==> src/shared/jec_pkg.sv <==
// Constants and types for the JPEG encoder control variable bank
package jec_pkg;

   // Byte offsets of the driver variables; 16-bit ones span offset and offset+1
   localparam logic [4:0] OFS_METHOD   = 5'h00;
   localparam logic [4:0] OFS_WIDTH    = 5'h02;
   localparam logic [4:0] OFS_HEIGHT   = 5'h04;
   localparam logic [4:0] OFS_FORMAT   = 5'h06;
   localparam logic [4:0] OFS_CONFIG   = 5'h07;
   localparam logic [4:0] OFS_RESTART  = 5'h08;
   localparam logic [4:0] OFS_QUANT_SCALE_FIRST  = 5'h0a;
   localparam logic [4:0] OFS_QUANT_SCALE_SECOND  = 5'h0b;
   localparam logic [4:0] OFS_QUANT_SCALE_THIRD  = 5'h0c;
   localparam logic [4:0] OFS_WAIT_LIM = 5'h0d;
   localparam logic [4:0] OFS_STATE    = 5'h0e;
   localparam logic [4:0] OFS_LEN_HI   = 5'h0f;
   localparam logic [4:0] OFS_LEN_LO   = 5'h10;

   // Reset values
   localparam logic [15:0] RST_METHOD   = 16'he453;
   localparam logic [15:0] RST_WIDTH    = 16'h0640;
   localparam logic [15:0] RST_HEIGHT   = 16'h04b0;
   localparam logic [7:0]  RST_FORMAT   = 8'h00;
   localparam logic [7:0]  RST_CONFIG   = 8'h34;
   localparam logic [15:0] RST_RESTART  = 16'h0000;
   localparam logic [7:0]  RST_QUANT_SCALE_FIRST  = 8'h06;
   localparam logic [7:0]  RST_QUANT_SCALE_SECOND  = 8'h09;
   localparam logic [7:0]  RST_QUANT_SCALE_THIRD  = 8'h0c;
   localparam logic [7:0]  RST_WAIT_LIM = 8'h0a;
   localparam logic [23:0] RST_LEN      = 24'h000000;

   // Configuration byte fields
   localparam int CFG_VIDEO   = 0;
   localparam int CFG_HSHAKE  = 1;
   localparam int CFG_RETRY   = 2;
   localparam int CFG_READY   = 3;
   localparam int CFG_SCALED  = 4;
   localparam int CFG_AUTO    = 5;
   localparam int CFG_QID_LSB = 6;

   // Scaling byte fields
   localparam int QS_NEW    = 7;
   localparam int QS_FACT_W = 7;

   // Image format codes
   localparam logic [7:0] FMT_422  = 8'h00;
   localparam logic [7:0] FMT_420  = 8'h01;
   localparam logic [7:0] FMT_MONO = 8'h02;

   typedef enum logic [2:0] {
      JEC_IDLE   = 3'b000,
      JEC_ENCODE = 3'b001,
      JEC_WAIT   = 3'b010
   } jec_state_t;

   // Result of one frame from the encoder
   typedef struct packed {
      logic        done;
      logic        ok;
      logic [23:0] len;
   } jec_enc_res_t;

   // Controls towards the encoder datapath
   typedef struct packed {
      logic                      run;
      logic [1:0]                format;
      logic                      video;
      logic                      restart_en;
      logic [15:0]               restart_int;
      logic                      scaled_en;
      logic                      auto_en;
      logic [1:0]                qtab_id;
      logic [2:0][QS_FACT_W-1:0] qscale;
      logic [2:0]                qload;
      logic                      retry;
      logic                      host_wait;
   } jec_enc_ctl_t;

   // All state of the control bank
   typedef struct packed {
      jec_state_t   st;
      logic [15:0]  method;
      logic [15:0]  width;
      logic [15:0]  height;
      logic [7:0]   format;
      logic [7:0]   cfg;
      logic [15:0]  restart;
      logic [2:0][7:0] qscale;
      logic [7:0]   wait_lim;
      logic [23:0]  len;
      logic [7:0]   rdata;
      logic         rvalid;
      logic         arm;
      jec_enc_ctl_t ctl;
   } jec_regs_t;

   // All state of the frame timeout counter
   typedef struct packed {
      logic       active;
      logic [7:0] count;
      logic       expired;
   } jec_tmr_t;

endpackage
==> src/design/jec_ctrl_vars.sv <==
// JPEG encoder control variables and frame handshake sequencer
//
// Notes on behaviour
// - Format codes 0, 1, 2 select 4:2:2, 4:2:0, monochrome; reset 0.
// - Config bit 0 set means continuous video, clear means single snapshot.
// - Config bit 1 makes the device wait for the host after error frames.
// - Config bit 2 makes the device retry a failed frame.
// - Config bit 4 enables scaled quantization table generation.
// - Config bit 5 enables automatic quantization table choice.
// - Config bits 7:6 hold the table id in use; config resets to 52.
// - Restart interval zero disables restart markers; reset zero.
// - Scaling bytes carry 7-bit factors, bit 7 flags new value; resets 6, 9, 12.
// - Waiting for the host ends after a programmable frame count, reset 10.
// - Length bits 23:16 of the previous frame read from a byte.
// - Length bits 15:0 of the previous frame read from a word.
// - Width and height are read only, follow output size, reset 1600, 1200.
`timescale 1ns/1ps
module jec_ctrl_vars
   import jec_pkg::*;
#(
   parameter int ADDR_W  = 5,
   parameter int LIMIT_W = 8
) (
   input  wire logic              clk,          // System clock, 20 MHz
   input  wire logic              rst,          // Async reset, active high
   input  wire logic [ADDR_W-1:0] var_addr,     // Variable byte offset
   input  wire logic              var_wr,       // Write strobe
   input  wire logic              var_rd,       // Read strobe
   input  wire logic [7:0]        var_wdata,    // Write data
   output logic      [7:0]        var_rdata,    // Read data
   output logic                   var_rvalid,   // Read data valid pulse
   input  wire logic              capture_req,  // Snapshot request
   input  wire logic              frame_tick,   // Frame boundary pulse
   input  wire jec_enc_res_t      enc_res,      // Frame result from encoder
   input  wire logic [15:0]       out_width,    // Configured output width
   input  wire logic [15:0]       out_height,   // Configured output height
   input  wire logic [1:0]        auto_qtab_id, // Table chosen by auto select
   output jec_enc_ctl_t           enc_ctl       // Controls to the encoder
);
   import jec_pkg::*;

   initial begin
      if (ADDR_W < 5) begin
         $error("jec_ctrl_vars: ADDR_W must be at least 5");
      end
      if (LIMIT_W != 8) begin
         $error("jec_ctrl_vars: LIMIT_W must be 8");
      end
   end

   jec_regs_t s_q;
   jec_regs_t s_d;
   logic      tmr_expired;

   // Multi-byte variables are big endian: the MSB sits at the lower offset
   function automatic logic [7:0] read_byte(input jec_regs_t s,
                                            input logic [ADDR_W-1:0] a);
      logic [7:0] r;
      r = 8'h00;
      // Offsets beyond the bank's 32 bytes read as zero on a wider address bus
      if ((a >> 5) == '0) begin
         case (a[4:0])
            OFS_METHOD:          r = s.method[15:8];
            OFS_METHOD + 5'h01:  r = s.method[7:0];
            OFS_WIDTH:           r = s.width[15:8];
            OFS_WIDTH + 5'h01:   r = s.width[7:0];
            OFS_HEIGHT:          r = s.height[15:8];
            OFS_HEIGHT + 5'h01:  r = s.height[7:0];
            OFS_FORMAT:          r = s.format;
            OFS_CONFIG:          r = s.cfg;
            OFS_RESTART:         r = s.restart[15:8];
            OFS_RESTART + 5'h01: r = s.restart[7:0];
            OFS_QUANT_SCALE_FIRST:         r = s.qscale[0];
            OFS_QUANT_SCALE_SECOND:         r = s.qscale[1];
            OFS_QUANT_SCALE_THIRD:         r = s.qscale[2];
            OFS_WAIT_LIM:        r = s.wait_lim;
            OFS_STATE:           r = 8'(s.st);
            OFS_LEN_HI:          r = s.len[23:16];
            OFS_LEN_LO:          r = s.len[15:8];
            OFS_LEN_LO + 5'h01:  r = s.len[7:0];
            default:             r = 8'h00;
         endcase
      end
      return r;
   endfunction

   function automatic logic hit(input logic [ADDR_W-1:0] a,
                                input logic [4:0] ofs);
      return a == ADDR_W'(ofs);
   endfunction

   jec_frame_timer #(
      .LIMIT_W (LIMIT_W)
   ) u_timer (
      .clk     (clk),
      .rst     (rst),
      .arm     (s_q.arm),
      .stop    (s_q.st != JEC_WAIT),
      .tick    (frame_tick),
      .limit   (s_q.wait_lim),
      .expired (tmr_expired)
   );

   always_comb begin
      logic       wr_cfg;
      logic       resume;
      logic [7:0] cfg_w;
      wr_cfg = var_wr && hit(var_addr, OFS_CONFIG);
      resume = 1'b0;
      cfg_w  = s_q.cfg;
      s_d           = s_q;
      s_d.arm       = 1'b0;
      s_d.rvalid    = 1'b0;
      s_d.ctl.qload = 3'b000;
      s_d.ctl.retry = 1'b0;

      // Size readback tracks the datapath every cycle
      s_d.width  = out_width;
      s_d.height = out_height;

      // Frame boundary outside the host wait consumes new scaling factors
      if (frame_tick && s_q.st != JEC_WAIT) begin
         for (int i = 0; i < 3; i++) begin
            if (s_q.qscale[i][QS_NEW]) begin
               s_d.ctl.qload[i]      = 1'b1;
               s_d.ctl.qscale[i]     = s_q.qscale[i][QS_FACT_W-1:0];
               s_d.qscale[i][QS_NEW] = 1'b0;
            end
         end
      end

      // Sequencer
      case (s_q.st)
         JEC_IDLE: begin
            if (s_q.cfg[CFG_VIDEO] || capture_req) begin
               s_d.st = JEC_ENCODE;
            end
         end
         JEC_ENCODE: begin
            if (enc_res.done) begin
               s_d.len = enc_res.len;
               if (enc_res.ok) begin
                  if (!s_q.cfg[CFG_VIDEO]) begin
                     s_d.st = JEC_IDLE;
                  end
               end else if (s_q.cfg[CFG_HSHAKE]) begin
                  s_d.st              = JEC_WAIT;
                  s_d.arm             = 1'b1;
                  s_d.cfg[CFG_READY]  = 1'b0;
               end else begin
                  resume = 1'b1;
               end
            end
         end
         JEC_WAIT: begin
            if (s_q.cfg[CFG_READY]) begin
               s_d.cfg[CFG_READY] = 1'b0;
               resume             = 1'b1;
            end else if (tmr_expired) begin
               resume = 1'b1;
            end
         end
         default: begin
            s_d.st = JEC_IDLE;
         end
      endcase

      if (resume) begin
         if (s_q.cfg[CFG_RETRY]) begin
            s_d.ctl.retry = 1'b1;
            s_d.st        = JEC_ENCODE;
         end else if (s_q.cfg[CFG_VIDEO]) begin
            s_d.st = JEC_ENCODE;
         end else begin
            s_d.st = JEC_IDLE;
         end
      end

      // Auto select reports the table actually in use
      if (s_q.cfg[CFG_AUTO]) begin
         s_d.cfg[7:CFG_QID_LSB] = auto_qtab_id;
      end

      // Host writes come last so a set beats a same-cycle clear
      if (var_wr) begin
         if (hit(var_addr, OFS_METHOD)) begin
            s_d.method[15:8] = var_wdata;
         end
         if (hit(var_addr, OFS_METHOD + 5'h01)) begin
            s_d.method[7:0] = var_wdata;
         end
         if (hit(var_addr, OFS_FORMAT) && var_wdata <= FMT_MONO) begin
            s_d.format = var_wdata;
         end
         if (wr_cfg) begin
            cfg_w = var_wdata;
            if (s_q.cfg[CFG_AUTO] && var_wdata[CFG_AUTO]) begin
               cfg_w[7:CFG_QID_LSB] = s_d.cfg[7:CFG_QID_LSB];
            end
            s_d.cfg = cfg_w;
         end
         if (hit(var_addr, OFS_RESTART)) begin
            s_d.restart[15:8] = var_wdata;
         end
         if (hit(var_addr, OFS_RESTART + 5'h01)) begin
            s_d.restart[7:0] = var_wdata;
         end
         if (hit(var_addr, OFS_QUANT_SCALE_FIRST)) begin
            s_d.qscale[0] = var_wdata;
         end
         if (hit(var_addr, OFS_QUANT_SCALE_SECOND)) begin
            s_d.qscale[1] = var_wdata;
         end
         if (hit(var_addr, OFS_QUANT_SCALE_THIRD)) begin
            s_d.qscale[2] = var_wdata;
         end
         if (hit(var_addr, OFS_WAIT_LIM)) begin
            s_d.wait_lim = var_wdata;
         end
      end

      if (var_rd) begin
         s_d.rdata  = read_byte(s_q, var_addr);
         s_d.rvalid = 1'b1;
      end

      // Encoder controls follow the next register values
      s_d.ctl.run         = (s_d.st == JEC_ENCODE);
      s_d.ctl.host_wait   = (s_d.st == JEC_WAIT);
      s_d.ctl.format      = s_d.format[1:0];
      s_d.ctl.video       = s_d.cfg[CFG_VIDEO];
      s_d.ctl.scaled_en   = s_d.cfg[CFG_SCALED];
      s_d.ctl.auto_en     = s_d.cfg[CFG_AUTO];
      s_d.ctl.qtab_id     = s_d.cfg[7:CFG_QID_LSB];
      s_d.ctl.restart_int = s_d.restart;
      s_d.ctl.restart_en  = (s_d.restart != 16'h0000);
   end

   always_ff @(posedge clk or posedge rst) begin
      if (rst) begin
         s_q                 <= '0;
         s_q.st              <= JEC_IDLE;
         s_q.method          <= RST_METHOD;
         s_q.width           <= RST_WIDTH;
         s_q.height          <= RST_HEIGHT;
         s_q.format          <= RST_FORMAT;
         s_q.cfg             <= RST_CONFIG;
         s_q.restart         <= RST_RESTART;
         s_q.qscale[0]       <= RST_QUANT_SCALE_FIRST;
         s_q.qscale[1]       <= RST_QUANT_SCALE_SECOND;
         s_q.qscale[2]       <= RST_QUANT_SCALE_THIRD;
         s_q.wait_lim        <= RST_WAIT_LIM;
         s_q.len             <= RST_LEN;
         s_q.ctl.scaled_en   <= RST_CONFIG[CFG_SCALED];
         s_q.ctl.auto_en     <= RST_CONFIG[CFG_AUTO];
         s_q.ctl.qtab_id     <= RST_CONFIG[7:CFG_QID_LSB];
         s_q.ctl.video       <= RST_CONFIG[CFG_VIDEO];
         s_q.ctl.qscale[0]   <= RST_QUANT_SCALE_FIRST[QS_FACT_W-1:0];
         s_q.ctl.qscale[1]   <= RST_QUANT_SCALE_SECOND[QS_FACT_W-1:0];
         s_q.ctl.qscale[2]   <= RST_QUANT_SCALE_THIRD[QS_FACT_W-1:0];
      end else begin
         s_q <= s_d;
      end
   end

   assign var_rdata  = s_q.rdata;
   assign var_rvalid = s_q.rvalid;
   assign enc_ctl    = s_q.ctl;
endmodule

==> src/design/jec_frame_timer.sv <==
// Frame counter that ends the wait for a host answer
`timescale 1ns/1ps
module jec_frame_timer
   import jec_pkg::*;
#(
   parameter int LIMIT_W = 8
) (
   input  wire logic               clk,     // System clock
   input  wire logic               rst,     // Async reset, active high
   input  wire logic               arm,     // Start counting frames
   input  wire logic               stop,    // Abandon the count
   input  wire logic               tick,    // One pulse per frame
   input  wire logic [LIMIT_W-1:0] limit,   // Frames to wait
   output logic                    expired  // One-cycle pulse at timeout
);
   initial begin
      if (LIMIT_W < 1 || LIMIT_W > 8) begin
         $error("jec_frame_timer: LIMIT_W must be 1..8");
      end
   end

   jec_tmr_t s_q;
   jec_tmr_t s_d;

   always_comb begin
      s_d         = s_q;
      s_d.expired = 1'b0;
      if (arm) begin
         s_d.active = 1'b1;
         s_d.count  = 8'h00;
      end else if (stop) begin
         s_d.active = 1'b0;
      end else if (s_q.active && tick) begin
         // A limit of zero still waits one frame boundary
         if (8'(s_q.count + 8'h01) >= 8'(limit)) begin
            s_d.active  = 1'b0;
            s_d.expired = 1'b1;
         end else begin
            s_d.count = 8'(s_q.count + 8'h01);
         end
      end
   end

   always_ff @(posedge clk or posedge rst) begin
      if (rst) begin
         s_q <= '0;
      end else begin
         s_q <= s_d;
      end
   end

   assign expired = s_q.expired;
endmodule

==> config.mk <==
export PLATFORM = sky130hd
export DESIGN_NAME = jec_ctrl_vars
export DESIGN_NICKNAME = d
export VERILOG_FILES = /design/src/shared/jec_pkg.sv /design/src/design/jec_ctrl_vars.sv /design/src/design/jec_frame_timer.sv
export SDC_FILE = /design/constraint.sdc
export NUM_CORES = 1
export LEC_CHECK = 0
export ABC_AREA = 0
export BUFFER_PORTS_ARGS = -buffer_cell sky130_fd_sc_hd__buf_2
export CELL_PAD_IN_SITES_DETAIL_PLACEMENT = 1
export CELL_PAD_IN_SITES_GLOBAL_PLACEMENT = 1
export CORE_UTILIZATION = 45
export CTS_BUF_LIST = sky130_fd_sc_hd__clkbuf_2
export DETAILED_ROUTE_END_ITERATION = 6
export PLACE_DENSITY = 0.79
export SLEW_MARGIN = 20
export SYNTH_ARGS = -nofsm -noshare
export SYNTH_HDL_FRONTEND = slang
export SYNTH_SLANG_ARGS = --single-unit
==> constraint.sdc <==
create_clock -name clk -period 10.2 [get_ports clk]
set_input_delay 1.02 -clock clk [delete_from_list [all_inputs] [get_ports clk]]
set_output_delay 1.02 -clock clk [all_outputs]
set_load 0.02 [all_outputs]
==> results.tsv <==
metric	value	unit
status	finished, final reports clean	
clk_latency	770	ps
netlist_area	8590	um^2
synth.net_count	799	
min_from	out_height[10]	
hold-path-cell-count	1	
power.internal	1100	uW
finClkSkew	31.0	ps
p_switching	522	uW
dpl_worst_slack	6800	ps
viasPerCell	5.97	
synth.distinct_cells	60	
async_reset_ff_share	100	%
critical_path.top_delay_family	compound AO/OA/AOI/OAI gates	
postCtsSetupBuffers	0	
cts_hold_buf	0	
hold_path.class	input port to register	
rows	50	
syn_to_final_growth	7.52	%
whs_endpoint	s_q[159]$_DFF_PP1_	
switching_share	32.1	%
slew_headroom	43.3	%
coreArea	18700	um^2
cts_buffers	17	
reg2regPathDepth	10	
fin_util	49.4	%
post-route-drc-count	0	
fin_ws	7150	ps
grt_pass1_wl	40300	um
tritoncts	yes	
grt_max_degree	121	
slew_viol_final	0	
via_count	6150	
path_class	register to register	
clock_sinks	187	
max_stage_delay	520	ps
wl_per_cell	24.9	um
die_h	140	um
ys_top_cells_by_area	dfrtp_1, mux2_2, dfstp_2	
crit_path_start_kind	register	
syn_area_per_cell	12.1	um^2
cts_max_path_buffers	2	
dp_hpwl	19200	um
rr_endpoint	u_timer.s_q[6]$_DFFE_PP0P_	
rrSetupSlack	7150	ps
tightest_slew	851	ps
clockRootBuffer	clkbuf_2	
p_leak	0.00432	uW
p_clk_share	22.2	%
yosysTopAreaCell	dfrtp_1	
drtIter0Drc	567	
gr-usage-all-layers	27.6	%
final.setup.tns	0	ps
layout.cells.non_filler	1031	
synth.ff_latch_count	187	
ant_nets	0	
layout-drive-gt1-share	40.8	%
end_kind	register	
synth_most_common_cell	dfrtp_1	
seq_area	4720	um^2
dieArea	19600	um^2
pin_count	139	
synth_seq_area_share	55.0	%
ir_worst_vdd	0.106	mV
ys_top_cells_by_count	dfrtp_1, mux2_2, buf_4	
crit_fanout	8	
finalCritPeriodShare	29.9	%
synth_edf_count	0	
syn_inst	711	
grt_pass1_vias	6579	
layout_min_cycle_time	3050	ps
fillerInstances	2030	
power_density	176	nW/um^2
grt_overflow_total	0	
combPwrFrac	17.8	%
yosysWarningCount	0	
path_clk_slew	260	ps
max_cap_violations	0	
gp_congestion	0.929	
port_buffers	138	
max_freq	328	MHz
path_buf_inv	0	
r2r-start	u_timer.s_q[3]$_DFFE_PP0P_	
firstDrtPassIters	6	
seq_power_share	59.9	%
grt_antenna_before_repair	1	
cp.required	10900	ps
fin_hold_ws	312	ps
crit_chain	nand3_1 -> nor2_1 -> nand3_1 -> xnor2_1 -> ha_1 -> a21oi_1 -> o21ai_0 -> a211o_1 -> or3_1 -> a21oi_1	
slowest_stage	dfrtp_1	
synth_flop_cell	dfrtp_1	
hold_viol	0	
wirelength	25600	um
cts-resized-gates	0	
synth.top_cell.area_share	45.2	%
dp_cells	998	
htree_levels	4	
nets	871	
rsz0062_at_grt	false	
die_w	140	um
setup_viol	0	
start_util	45.9	%
arrival	3750	ps
multi_input_area	3210	um^2
## power groups by stage
stage          combinational, uW  sequential [uW]  clock, uW
2_1_floorplan                242              926          0
3_3_place_gp                 274              979          0
3_5_place_dp                 290              984          0
4_1_cts                      292              971        375
5_1_grt                      316              986        400
6_report                     290              975        362
## through the flow
step	instance area (um^2)	power [uW]
after floorplan	8590	1170
after global placement	9000	1250
after detailed placement	9000	1270
after CTS	9230	1640
after global routing	9230	1700
final	9230	1630
## kinds of logic after synthesis
| kind of cell | share of synthesized area (%) |
|---|---|
| buffers and inverters | 7.65 |
| AOI/OAI and AO/OA | 9.81 |
| adders and majority gates | 1.31 |
| xor gates and xnor gates | 0.816 |
| other | 0.0437 |
| and+or+nand+nor | 9.46 |
| DFF | 55.0 |
| muxes | 16.0 |
## flip-flops by register name, indices dropped and copies added, names as in the netlist
register         count
u_timer.s_q          9
u_timer.expired      1
var_rvalid           1
var_rdata            8
enc_ctl             45
s_q                123
## final cells by class
class,instances,share of cell area [%]
multi-input combinational,417,34.8
tap,234,3.17
inverter,21,0.935
sequential,187,51.1
timing repair buffer,139,7.56
clock buffer,19,1.03
clock inverter,13,1.37
antenna,1,0.0271
## cell usage in the layout, fill, tap and decap left out, types with 3 or more instances in the layout
cell | synthesis | final
dfrtp_1 | 155 | 155
buf_2 | 6 | 138
mux2_2 | 109 | 109
nand2_1 | 41 | 41
nor2_1 | 39 | 39
dfstp_2 | 32 | 32
o21ai_0 | 26 | 26
a22oi_1 | 25 | 25
inv_1 | 20 | 19
clkbuf_2 | 0 | 19
nand3_1 | 14 | 14
a21oi_1 | 13 | 13
mux2i_1 | 12 | 12
a221oi_1 | 11 | 11
nor3_1 | 10 | 10
and2_1 | 9 | 9
ha_1 | 9 | 9
nor4_1 | 7 | 7
a22o_1 | 7 | 7
nand2b_1 | 6 | 6
a31oi_1 | 6 | 6
a222oi_1 | 6 | 6
or3_1 | 5 | 5
nand4_1 | 5 | 5
xnor2_1 | 5 | 5
nor2_2 | 4 | 4
clkinv_1 | 1 | 4
a211oi_1 | 3 | 3
o31ai_1 | 3 | 3
a32oi_1 | 3 | 3
a31o_2 | 3 | 3
xor2_1 | 3 | 3
clkinvlp_4 | 0 | 3
clkinv_2 | 0 | 3
## worst max-delay path by stage
stage,start,to,slack [ps],depth (start not counted)
global placement,var_addr[3],enc_ctl[46]$_DFF_PP0_,7000,7
CTS,u_timer.s_q[3]$_DFFE_PP0P_,u_timer.s_q[7]$_DFFE_PP0P_,7180,10
finish,u_timer.s_q[3]$_DFFE_PP0P_,u_timer.s_q[6]$_DFFE_PP0P_,7150,10
global route,u_timer.s_q[3]$_DFFE_PP0P_,u_timer.s_q[6]$_DFFE_PP0P_,6910,10
floorplan,rst,enc_ctl[0]$_DFF_PP0_,4150,1
detailed placement,enc_res[25],enc_ctl[50]$_DFF_PP0_,6800,6
## layer usage
layer  up-vias  track usage (%)  part of all wire [%]
met5         -                0                     0
met4         0             10.2                   2.7
met3        55             5.47                   7.5
met2       264             44.2                    48
met1      3189             37.4                    42
li1       2642                -                     -
Power figures use the tool's default switching activity.
